### config.mk
export PLATFORM = sky130hd
export DESIGN_NAME = tx_icp_frame_fifo_regs
export DESIGN_NICKNAME = d
export VERILOG_FILES = /design/src/tx_icp_regs_pkg.sv /design/src/tx_icp_frame_fifo_regs.sv
export SDC_FILE = /design/constraint.sdc
export NUM_CORES = 1
export LEC_CHECK = 0
export BUFFER_PORTS_ARGS = -buffer_cell sky130_fd_sc_hd__clkbuf_2
export CAP_MARGIN = 30
export CORE_ASPECT_RATIO = 0.75
export CORE_MARGIN = 5
export CORE_UTILIZATION = 48
export CTS_BUF_LIST = sky130_fd_sc_hd__clkbuf_8
export CTS_CLUSTER_DIAMETER = 80
export DETAILED_ROUTE_END_ITERATION = 7
export PLACE_DENSITY_LB_ADDON = 0.2
export SLEW_MARGIN = 20
export SYNTH_ARGS = -nofsm -noshare
export SYNTH_HDL_FRONTEND = slang
export SYNTH_SLANG_ARGS = --single-unit
### constraint.sdc
create_clock -name sys_clk_i -period 2.25 [get_ports sys_clk_i]
set_input_delay 0.45 -clock sys_clk_i [delete_from_list [all_inputs] [get_ports sys_clk_i]]
set_output_delay 0.45 -clock sys_clk_i [all_outputs]
set_load 0.05 [all_outputs]
### src/tx_icp_regs_pkg.sv
// constants for the transmit control-cell flag and fifo length register bank
// Notes on behaviour
// - writing 0 arms a group flag; it reads 0 until a reference-link control cell goes out
// - writing 1 to a frame flag changes neither the flag nor its detection state
// - frame flags sit in bits 7:0, upper byte reads zero, reset value 00FF
// - transfer interrupt enable per group gates transfer-completion interrupts, resets to zero
// - frame interrupt enable per group gates frame indication interrupts, resets to zero
// - eight link length registers, link N in bits 3:0, link N+8 in bits 11:8
// - length registers read zero in 15:12; software writes zero to bits 7:4
// - four group length registers, group N low, group N+4 high, reset 0101
// - status read returns selected length, free in 6:0, others in 4:0, rest zero
// - transfer trigger bit reads 1 when transfer completes; that completion drives the interrupt
package tx_icp_regs_pkg;
  localparam int ADDR_W = 8;
  localparam int DATA_W = 16;
  localparam int GROUPS = 8;
  localparam int LINKS = 16;
  localparam int LEN_W = 4;
  localparam int FILL_W = 5;
  localparam int FREE_W = 7;
  localparam int HI_LSB = 8;
  localparam int LINK_REGS = 8;
  localparam int GROUP_REGS = 4;
  localparam logic [7:0] FRAME_FLAGS_ADDR = 8'h87;
  localparam logic [7:0] XFER_IRQ_EN_ADDR = 8'h88;
  localparam logic [7:0] FRAME_IRQ_EN_ADDR = 8'h89;
  localparam logic [7:0] LINK_LEN_BASE = 8'h8B;
  localparam logic [7:0] GROUP_LEN_BASE = 8'h93;
  localparam logic [7:0] LEN_STATUS_ADDR = 8'h9B;
  localparam logic [7:0] FRAME_FLAGS_RESET = 8'hFF;
  localparam logic [7:0] IRQ_EN_RESET = 8'h00;
  localparam logic [11:0] LINK_LEN_RESET = 12'h000;
  localparam logic [11:0] GROUP_LEN_RESET = 12'h101;
  localparam logic [5:0] SEL_RESET = 6'h00;
  localparam logic [5:0] SEL_FREE = 6'h18;
endpackage

### src/tx_icp_frame_fifo_regs.sv
// transmit control-cell flags, interrupt enables and fifo length registers
`timescale 1ns/100ps
module tx_icp_frame_fifo_regs #(
  parameter int NUM_GROUPS = 8
) (
  input wire logic sys_clk_i,
  input wire logic rstn_i,
  input wire logic [7:0] addr_i,
  input wire logic wr_i,
  input wire logic rd_i,
  input wire logic [15:0] wdata_i,
  output logic [15:0] rdata_o,
  input wire logic [7:0] xfer_done_i,
  input wire logic [7:0] ref_icp_sent_i,
  input wire logic [79:0] link_fifo_fill_i,
  input wire logic [39:0] group_fifo_fill_i,
  input wire logic [6:0] free_fifo_fill_i,
  input wire logic [79:0] mod_len_i,
  output logic [5:0] fifo_sel_o,
  output logic [63:0] link_fifo_len_o,
  output logic [31:0] group_fifo_len_o,
  output logic irq_o
);
  if (NUM_GROUPS < 1 || NUM_GROUPS > tx_icp_regs_pkg::GROUPS) begin : g_bad_groups
    $error("NUM_GROUPS must be 1 to 8");
  end

  // groups beyond NUM_GROUPS stay at reset and never interrupt
  localparam logic [8:0] GROUP_MASK9 = (9'h001 << NUM_GROUPS) - 9'h001;
  localparam logic [7:0] GROUP_MASK = GROUP_MASK9[7:0];

  logic [7:0] frame_flags, next_frame_flags;
  logic [7:0] frame_seen, next_frame_seen;
  logic [7:0] xfer_en, next_xfer_en;
  logic [7:0] frame_en, next_frame_en;
  logic [11:0] link_len [tx_icp_regs_pkg::LINK_REGS];
  logic [11:0] next_link_len [tx_icp_regs_pkg::LINK_REGS];
  logic [11:0] group_len [tx_icp_regs_pkg::GROUP_REGS];
  logic [11:0] next_group_len [tx_icp_regs_pkg::GROUP_REGS];
  logic [5:0] fifo_sel, next_fifo_sel;
  logic [15:0] next_rdata;
  logic [6:0] sel_len;
  logic next_irq;
  logic [7:0] link_off, group_off;
  logic [7:0] wdata_low;
  logic [3:0] wdata_nib;

  assign link_off = addr_i - tx_icp_regs_pkg::LINK_LEN_BASE;
  assign group_off = addr_i - tx_icp_regs_pkg::GROUP_LEN_BASE;
  assign wdata_low = wdata_i[7:0];
  assign wdata_nib = wdata_i[3:0];
  assign fifo_sel_o = fifo_sel;

  // per-entry length outputs, passed through untouched
  for (genvar n = 0; n < tx_icp_regs_pkg::LINK_REGS; n++) begin : g_link
    assign link_fifo_len_o[n*4 +: 4] = link_len[n][3:0];
    assign link_fifo_len_o[(n+8)*4 +: 4] = link_len[n][11:8];
  end
  for (genvar n = 0; n < tx_icp_regs_pkg::GROUP_REGS; n++) begin : g_group
    assign group_fifo_len_o[n*4 +: 4] = group_len[n][3:0];
    assign group_fifo_len_o[(n+4)*4 +: 4] = group_len[n][11:8];
  end

  // frame flags: arming clears, a reference-link cell sets; set wins over clear
  always_comb begin
    next_frame_flags = frame_flags;
    next_frame_seen = frame_seen;
    for (int g = 0; g < tx_icp_regs_pkg::GROUPS; g++) begin
      if (wr_i && addr_i == tx_icp_regs_pkg::FRAME_FLAGS_ADDR && !wdata_i[g]) begin
        next_frame_flags[g] = 1'b0; // a written 1 leaves both bits alone
        next_frame_seen[g] = 1'b0;
      end
      // a cell sent in the arming cycle still counts, so the set beats the clear
      if (ref_icp_sent_i[g] && !next_frame_flags[g]) begin
        next_frame_flags[g] = 1'b1;
        next_frame_seen[g] = 1'b1;
      end
    end
    next_frame_flags = (next_frame_flags & GROUP_MASK) | ~GROUP_MASK;
    next_frame_seen = next_frame_seen & GROUP_MASK;
  end

  // control registers
  always_comb begin
    next_xfer_en = xfer_en;
    next_frame_en = frame_en;
    next_fifo_sel = fifo_sel;
    next_link_len = link_len;
    next_group_len = group_len;
    if (wr_i) begin
      if (addr_i == tx_icp_regs_pkg::XFER_IRQ_EN_ADDR) begin
        next_xfer_en = wdata_low & GROUP_MASK;
      end
      if (addr_i == tx_icp_regs_pkg::FRAME_IRQ_EN_ADDR) begin
        next_frame_en = wdata_low & GROUP_MASK;
      end
      if (addr_i == tx_icp_regs_pkg::LEN_STATUS_ADDR) begin
        next_fifo_sel = wdata_i[5:0];
      end
      if (link_off < 8'(tx_icp_regs_pkg::LINK_REGS)) begin
        next_link_len[link_off[2:0]] = wdata_i[11:0];
      end
      if (group_off < 8'(tx_icp_regs_pkg::GROUP_REGS)) begin
        next_group_len[group_off[1:0]] = wdata_i[11:0];
      end
    end
  end

  // indirect status: decode the selection code into a length
  always_comb begin
    sel_len = 7'h00;
    if (fifo_sel[5:4] == 2'b00) begin
      sel_len = {2'b00, link_fifo_fill_i[fifo_sel[3:0]*5 +: 5]};
    end else if (fifo_sel[5:3] == 3'b010) begin
      sel_len = {2'b00, group_fifo_fill_i[fifo_sel[2:0]*5 +: 5]};
    end else if (fifo_sel == tx_icp_regs_pkg::SEL_FREE) begin
      sel_len = free_fifo_fill_i;
    end else if (fifo_sel[5:4] == 2'b10) begin
      sel_len = {2'b00, mod_len_i[fifo_sel[3:0]*5 +: 5]};
    end
  end

  // read data is registered; unmapped addresses read zero
  always_comb begin
    next_rdata = rdata_o;
    if (rd_i) begin
      next_rdata = 16'h0000;
      if (addr_i == tx_icp_regs_pkg::FRAME_FLAGS_ADDR) begin
        next_rdata = {8'h00, frame_flags};
      end else if (addr_i == tx_icp_regs_pkg::XFER_IRQ_EN_ADDR) begin
        next_rdata = {8'h00, xfer_en};
      end else if (addr_i == tx_icp_regs_pkg::FRAME_IRQ_EN_ADDR) begin
        next_rdata = {8'h00, frame_en};
      end else if (addr_i == tx_icp_regs_pkg::LEN_STATUS_ADDR) begin
        next_rdata = {9'h000, sel_len};
      end else if (link_off < 8'(tx_icp_regs_pkg::LINK_REGS)) begin
        next_rdata = {4'h0, link_len[link_off[2:0]]};
      end else if (group_off < 8'(tx_icp_regs_pkg::GROUP_REGS)) begin
        next_rdata = {4'h0, group_len[group_off[1:0]]};
      end
    end
  end

  // one level request; completion level comes from the trigger register logic
  always_comb begin
    next_irq = |(xfer_done_i & xfer_en) | |(frame_seen & frame_en);
  end

  always_ff @(posedge sys_clk_i or negedge rstn_i) begin
    if (!rstn_i) begin
      frame_flags <= tx_icp_regs_pkg::FRAME_FLAGS_RESET;
      frame_seen <= 8'h00;
      xfer_en <= tx_icp_regs_pkg::IRQ_EN_RESET;
      frame_en <= tx_icp_regs_pkg::IRQ_EN_RESET;
      fifo_sel <= tx_icp_regs_pkg::SEL_RESET;
      link_len <= '{default: tx_icp_regs_pkg::LINK_LEN_RESET};
      group_len <= '{default: tx_icp_regs_pkg::GROUP_LEN_RESET};
      rdata_o <= 16'h0000;
      irq_o <= 1'b0;
    end else begin
      frame_flags <= next_frame_flags;
      frame_seen <= next_frame_seen;
      xfer_en <= next_xfer_en;
      frame_en <= next_frame_en;
      fifo_sel <= next_fifo_sel;
      link_len <= next_link_len;
      group_len <= next_group_len;
      rdata_o <= next_rdata;
      irq_o <= next_irq;
    end
  end

  upper_byte_zero_a: assert property (@(posedge sys_clk_i) disable iff (!rstn_i)
    rd_i && addr_i == tx_icp_regs_pkg::FRAME_FLAGS_ADDR |=> rdata_o[15:8] == 8'h00)
    else $error("frame flag upper byte not zero");
  frame_arm_a: assert property (@(posedge sys_clk_i) disable iff (!rstn_i)
    wr_i && addr_i == tx_icp_regs_pkg::FRAME_FLAGS_ADDR && ref_icp_sent_i == 8'h00
    |=> (frame_flags & ~$past(wdata_low) & GROUP_MASK) == 8'h00)
    else $error("written zero did not arm flag");
  write_one_a: assert property (@(posedge sys_clk_i) disable iff (!rstn_i)
    wr_i && addr_i == tx_icp_regs_pkg::FRAME_FLAGS_ADDR && wdata_low == 8'hFF
    && ref_icp_sent_i == 8'h00 |=> $stable(frame_flags) && $stable(frame_seen))
    else $error("writing one changed a flag");
  cell_sets_a: assert property (@(posedge sys_clk_i) disable iff (!rstn_i)
    |(ref_icp_sent_i & ~frame_flags)
    |=> (frame_flags & $past(ref_icp_sent_i & ~frame_flags)) == $past(ref_icp_sent_i & ~frame_flags))
    else $error("sent cell did not set flag");
  set_wins_a: assert property (@(posedge sys_clk_i) disable iff (!rstn_i)
    wr_i && addr_i == tx_icp_regs_pkg::FRAME_FLAGS_ADDR && |(ref_icp_sent_i & ~wdata_low & GROUP_MASK)
    |=> (frame_flags & $past(ref_icp_sent_i & ~wdata_low & GROUP_MASK))
    == $past(ref_icp_sent_i & ~wdata_low & GROUP_MASK))
    else $error("cell in arming cycle was lost");
  irq_raise_a: assert property (@(posedge sys_clk_i) disable iff (!rstn_i)
    |(xfer_done_i & xfer_en) || |(frame_seen & frame_en) |=> irq_o)
    else $error("enabled event gave no interrupt");
  irq_quiet_a: assert property (@(posedge sys_clk_i) disable iff (!rstn_i)
    (xfer_done_i & xfer_en) == 8'h00 && (frame_seen & frame_en) == 8'h00 |=> !irq_o)
    else $error("interrupt without enabled event");
  len_upper_a: assert property (@(posedge sys_clk_i) disable iff (!rstn_i)
    rd_i && group_off < 8'h04 |=> rdata_o[15:12] == 4'h0)
    else $error("length register top nibble not zero");
  status_upper_a: assert property (@(posedge sys_clk_i) disable iff (!rstn_i)
    rd_i && addr_i == tx_icp_regs_pkg::LEN_STATUS_ADDR |=> rdata_o[15:7] == 9'h000)
    else $error("status upper bits not zero");
  link_pass_a: assert property (@(posedge sys_clk_i) disable iff (!rstn_i)
    wr_i && addr_i == tx_icp_regs_pkg::LINK_LEN_BASE
    |=> link_fifo_len_o[3:0] == $past(wdata_nib))
    else $error("link 0 length not passed on");
  link_high_a: assert property (@(posedge sys_clk_i) disable iff (!rstn_i)
    wr_i && addr_i == tx_icp_regs_pkg::LINK_LEN_BASE |=> link_fifo_len_o[35:32] == $past(wdata_i[11:8]))
    else $error("link 8 length not passed on");
  group_pass_a: assert property (@(posedge sys_clk_i) disable iff (!rstn_i)
    wr_i && addr_i == tx_icp_regs_pkg::GROUP_LEN_BASE |=> group_fifo_len_o[3:0] == $past(wdata_nib))
    else $error("group 0 length not passed on");
  status_sel_a: assert property (@(posedge sys_clk_i) disable iff (!rstn_i)
    wr_i && addr_i == tx_icp_regs_pkg::LEN_STATUS_ADDR |=> fifo_sel_o == $past(wdata_i[5:0]))
    else $error("status selection not taken");
  free_status_a: assert property (@(posedge sys_clk_i) disable iff (!rstn_i)
    rd_i && addr_i == tx_icp_regs_pkg::LEN_STATUS_ADDR && fifo_sel == tx_icp_regs_pkg::SEL_FREE
    |=> rdata_o == {9'h000, $past(free_fifo_fill_i)})
    else $error("free cell length misreported");
  link_status_a: assert property (@(posedge sys_clk_i) disable iff (!rstn_i)
    rd_i && addr_i == tx_icp_regs_pkg::LEN_STATUS_ADDR && fifo_sel == 6'h00
    |=> rdata_o == {11'h000, $past(link_fifo_fill_i[4:0])})
    else $error("link 0 length misreported");
  mod_status_a: assert property (@(posedge sys_clk_i) disable iff (!rstn_i)
    rd_i && addr_i == tx_icp_regs_pkg::LEN_STATUS_ADDR && fifo_sel[5:4] == 2'b10
    |=> rdata_o[15:5] == 11'h000)
    else $error("modifier length upper bits not zero");
endmodule

==> metrics.txt <==
result of the run=complete, but fails checks; violated checks=setup timing; total number of nets in the final design=1601; depth of the worst register-to-register path=9; CP dominant cell by count=sky130_fd_sc_hd__buf_12; Hold Fails Final Rpt=0; share of the cycle needed by the critical path after routing=101%; most common cell after layout, fill and taps aside=sky130_fd_sc_hd__clkbuf_2; LEAKAGE=0.00725 uW; max-cap violation count=0; Hold Path Class=in2reg; count of final setup violators=1; Die ar.=27800 um2; FFs w/ async S/R, synth=100%; area of the core=24000 um2; horizontal die dimension=191 um; achievable frequency=439 MHz; fraction of post-synthesis cell area in the top cell type by area=38.1%; Skew-Pair Late Insertion Delay=0.49 ns; Worst Setup Path Type=reg2reg; Buffers & Inverters on Critical Path=4; layout overhead on the synthesized area=27.2%; mean area per synthesized cell=11.9 um2; critical path fanouts, max=7; Tot GR Track Use=28.4%; commonest cells after routing, fill and taps aside=sky130_fd_sc_hd__clkbuf_2 (359), sky130_fd_sc_hd__dfrtp_1 (177), sky130_fd_sc_hd__mux2_2 (158); detailed placement HPWL=31400 um; worst reg2reg setup slack=-0.03 ns; sequential fraction of the synthesis area=41.7%; setup repair after global routing missed its margin=true; endpoint kind of the worst setup timing path=flop; number of levels in the clock H-tree=4; count of vias placed by the detailed router=9695; root buffer cell=sky130_fd_sc_hd__clkbuf_8; weighted congestion at the end of routability-driven global placement=0.925; cell types with the largest area share after synthesis=sky130_fd_sc_hd__dfrtp_1 (38%), sky130_fd_sc_hd__mux2_2 (16%), sky130_fd_sc_hd__mux4_2 (12%); number of stages on the worst setup path=9; share of post-route cells with drive strength above 1=61.4%; clock-pin slew of the registers on the worst-case setup and hold paths=0.12 ns; clock tree from TritonCTS=yes; number of I/O pins=370; initial standard-cell utilization of the core=48.9%; Inserted Diodes=0; remaining max-slew budget at the tightest pin=50.5%; terminus of the critical flop-to-flop path=rdata_o[4]; Row Count=49; hold depth=2; Critical Path End=rdata_o[4]; number of unique standard cell types used by synthesis=63; cells along the critical path=buf_12 -> buf_12 -> buf_12 -> mux4_2 -> nand2_2 -> o41ai_4 -> a2111oi_4 -> buf_4 -> o22ai_2; vias in the first global route=9542; count of mapped cells out of synthesis=987; top flip-flop cell by instance count after synthesis=sky130_fd_sc_hd__dfrtp_1; sink count of the clock tree=195; cell with the largest stage delay on the worst path=sky130_fd_sc_hd__dfrtp_4; die height=146 um; cell type group with the largest total delay on the critical path=buffers and inverters; delay of the slowest cell on the worst path=0.53 ns; clock buffer depth=2; overflow left after global routing=0; DRC violations left=0; slew at the pin closest to its max-slew limit=0.743 ns; Port Buffers=361; R2R Path Start=fifo_sel_o[0]; total wire length after detailed routing=40200 um; Yosys warnings=0; number of antenna violations at the first check in global routing=0; Layout Skew=0.0165 ns; filler cell count=2025; total power=8430 uW; number of enable flip-flop cells after synthesis=0; Worst Path Required=2.63 ns; area leader, netlist=sky130_fd_sc_hd__dfrtp_1; Initial DRC Count=782; Post-Synthesis Cell Area=11800 um2; setup ws final=-0.0266 ns; Critical Path Start Type=flop; clock period minus worst slack=2.28 ns; maximum number of pins on one net before global-route repair=57; arrival time at the worst endpoint=2.65 ns; timing startpoint of the critical path=fifo_sel_o[0]; Setup WS pre-CTS=-0.531 ns; minimum hold slack=0.171 ns; first-pass GRT wire length=60000 um; count of state elements after synthesis=195; Peak supply drop=0.524 mV; P per Cell Area=563 nW/um2; Post-DRT Antenna Nets=0; vias per cell=5.74; number of buffers added by the clock tree synthesis step=17; wire length per cell=23.8 um; Initial DRT Pass Iterations=5; fin. max-slew vios=0
[cells in the mapped netlist (11+ instances only)]
library cell and number:
sky130_fd_sc_hd__nand3_1 28, sky130_fd_sc_hd__mux4_2 61, sky130_fd_sc_hd__nor2_1 24, sky130_fd_sc_hd__nand2b_1 18, sky130_fd_sc_hd__buf_2 15, sky130_fd_sc_hd__buf_4 101
sky130_fd_sc_hd__a22oi_1 11, sky130_fd_sc_hd__dfrtp_1 179, sky130_fd_sc_hd__a21oi_1 25, sky130_fd_sc_hd__nand2_1 57, sky130_fd_sc_hd__mux2i_1 28, sky130_fd_sc_hd__mux2_2 168
sky130_fd_sc_hd__clkbuf_1 43, sky130_fd_sc_hd__nor3_1 12, sky130_fd_sc_hd__dfstp_2 16, sky130_fd_sc_hd__a31oi_1 13, sky130_fd_sc_hd__o21ai_0 31
[timing repair]
action                                 CTS  global route
setup buffers                            0             7
pin swaps                                1            15
gates cloned                             0             2
endpoints found under the hold margin   49             0
hold buffers                             1             0
setup endpoints to repair                3            15
resized for setup                        3            29
[routing by layer]
metal	share of wire, %	wire, um	vias up	GRT usage [%]
met5	0	0	-	0
met4	0.75	303	0	4.24
met3	7.8	3150	27	6.64
met2	43	17300	405	39.5
met1	48	19500	4963	45.7
li1	-	-	4300	-
[report_power, final]
part           leakage, uW  internal, uW  switching [uW]  total, uW
Combinational      0.00444           839            1200       2040
Clock             0.000212          1130            1380       2510
Sequential         0.00260          3710             162       3870
Total              0.00725          5680            2740       8430
[sequential cells by signal (all words and copies together) (netlist names), 8 cells and up]
name	flops
link_fifo_len_o	64
group_fifo_len_o	32
link_len	32
group_len	16
rdata_o	12
frame_en	8
frame_flags	8
frame_seen	8
xfer_en	8
[layout make-up]
| cell class | count | area [um2] | share of cell area (%) |
|---|---|---|---|
| clock buffer | 17 | 234 | 1.56 |
| clock inverter | 15 | 199 | 1.33 |
| sequential | 195 | 4900 | 32.8 |
| multi-input combinational | 614 | 6050 | 40.4 |
| tap | 331 | 414 | 2.77 |
| inverter | 11 | 46.3 | 0.310 |
| timing repair buffer | 505 | 3110 | 20.8 |
[stage by stage]
step | util (%) | TNS [ns] | area [um2] | cells
floorplan | - | -19.76 | 11900 | 990
global placement | 59.3 | -46.28 | 14200 | 1648
detailed placement | 59.3 | -47.69 | 14200 | 1648
CTS | 61.2 | -0.0392 | 14700 | 1681
global route | 62.2 | -0.0988 | 15000 | 1688
finish | 62.2 | -0.0266 | 15000 | 1688
[worst register-to-register path: stages (launching register included)]
cell                        delay (ns)
sky130_fd_sc_hd__dfrtp_4          0.53
sky130_fd_sc_hd__buf_12           0.15
sky130_fd_sc_hd__buf_12           0.14
sky130_fd_sc_hd__buf_12           0.13
sky130_fd_sc_hd__mux4_2           0.43
sky130_fd_sc_hd__nand2_2          0.10
sky130_fd_sc_hd__o41ai_4          0.09
sky130_fd_sc_hd__a2111oi_4        0.38
sky130_fd_sc_hd__buf_4            0.17
sky130_fd_sc_hd__o22ai_2          0.05
[worst min path at each step]
stage                          endpoint  slack (ns)         startpoint
floorplan                 fifo_sel_o[0]        0.15             rstn_i
global route             frame_flags[4]        0.16  ref_icp_sent_i[4]
CTS                      frame_flags[5]        0.14  ref_icp_sent_i[5]
finish                   frame_flags[5]        0.17  ref_icp_sent_i[5]
detailed placement  link_fifo_len_o[35]        0.47             rstn_i
global placement    link_fifo_len_o[35]        0.47             rstn_i
[cell families (layout without fill, tap and decap cells)]
group,Yosys count,count (layout),share of synthesized area [%]
multiplexers,267,267,31.4
AND/OR/NAND/NOR,188,188,8.23
adder cells (fa/ha/maj),6,6,0.639
XOR/XNOR,3,3,0.287
flip-flops,195,195,41.7
AO/OA/AOI/OAI,146,146,8.41
other,1,4,0.0319
buffers and inverters,181,548,9.29
(Power assumes the default switching activity.)
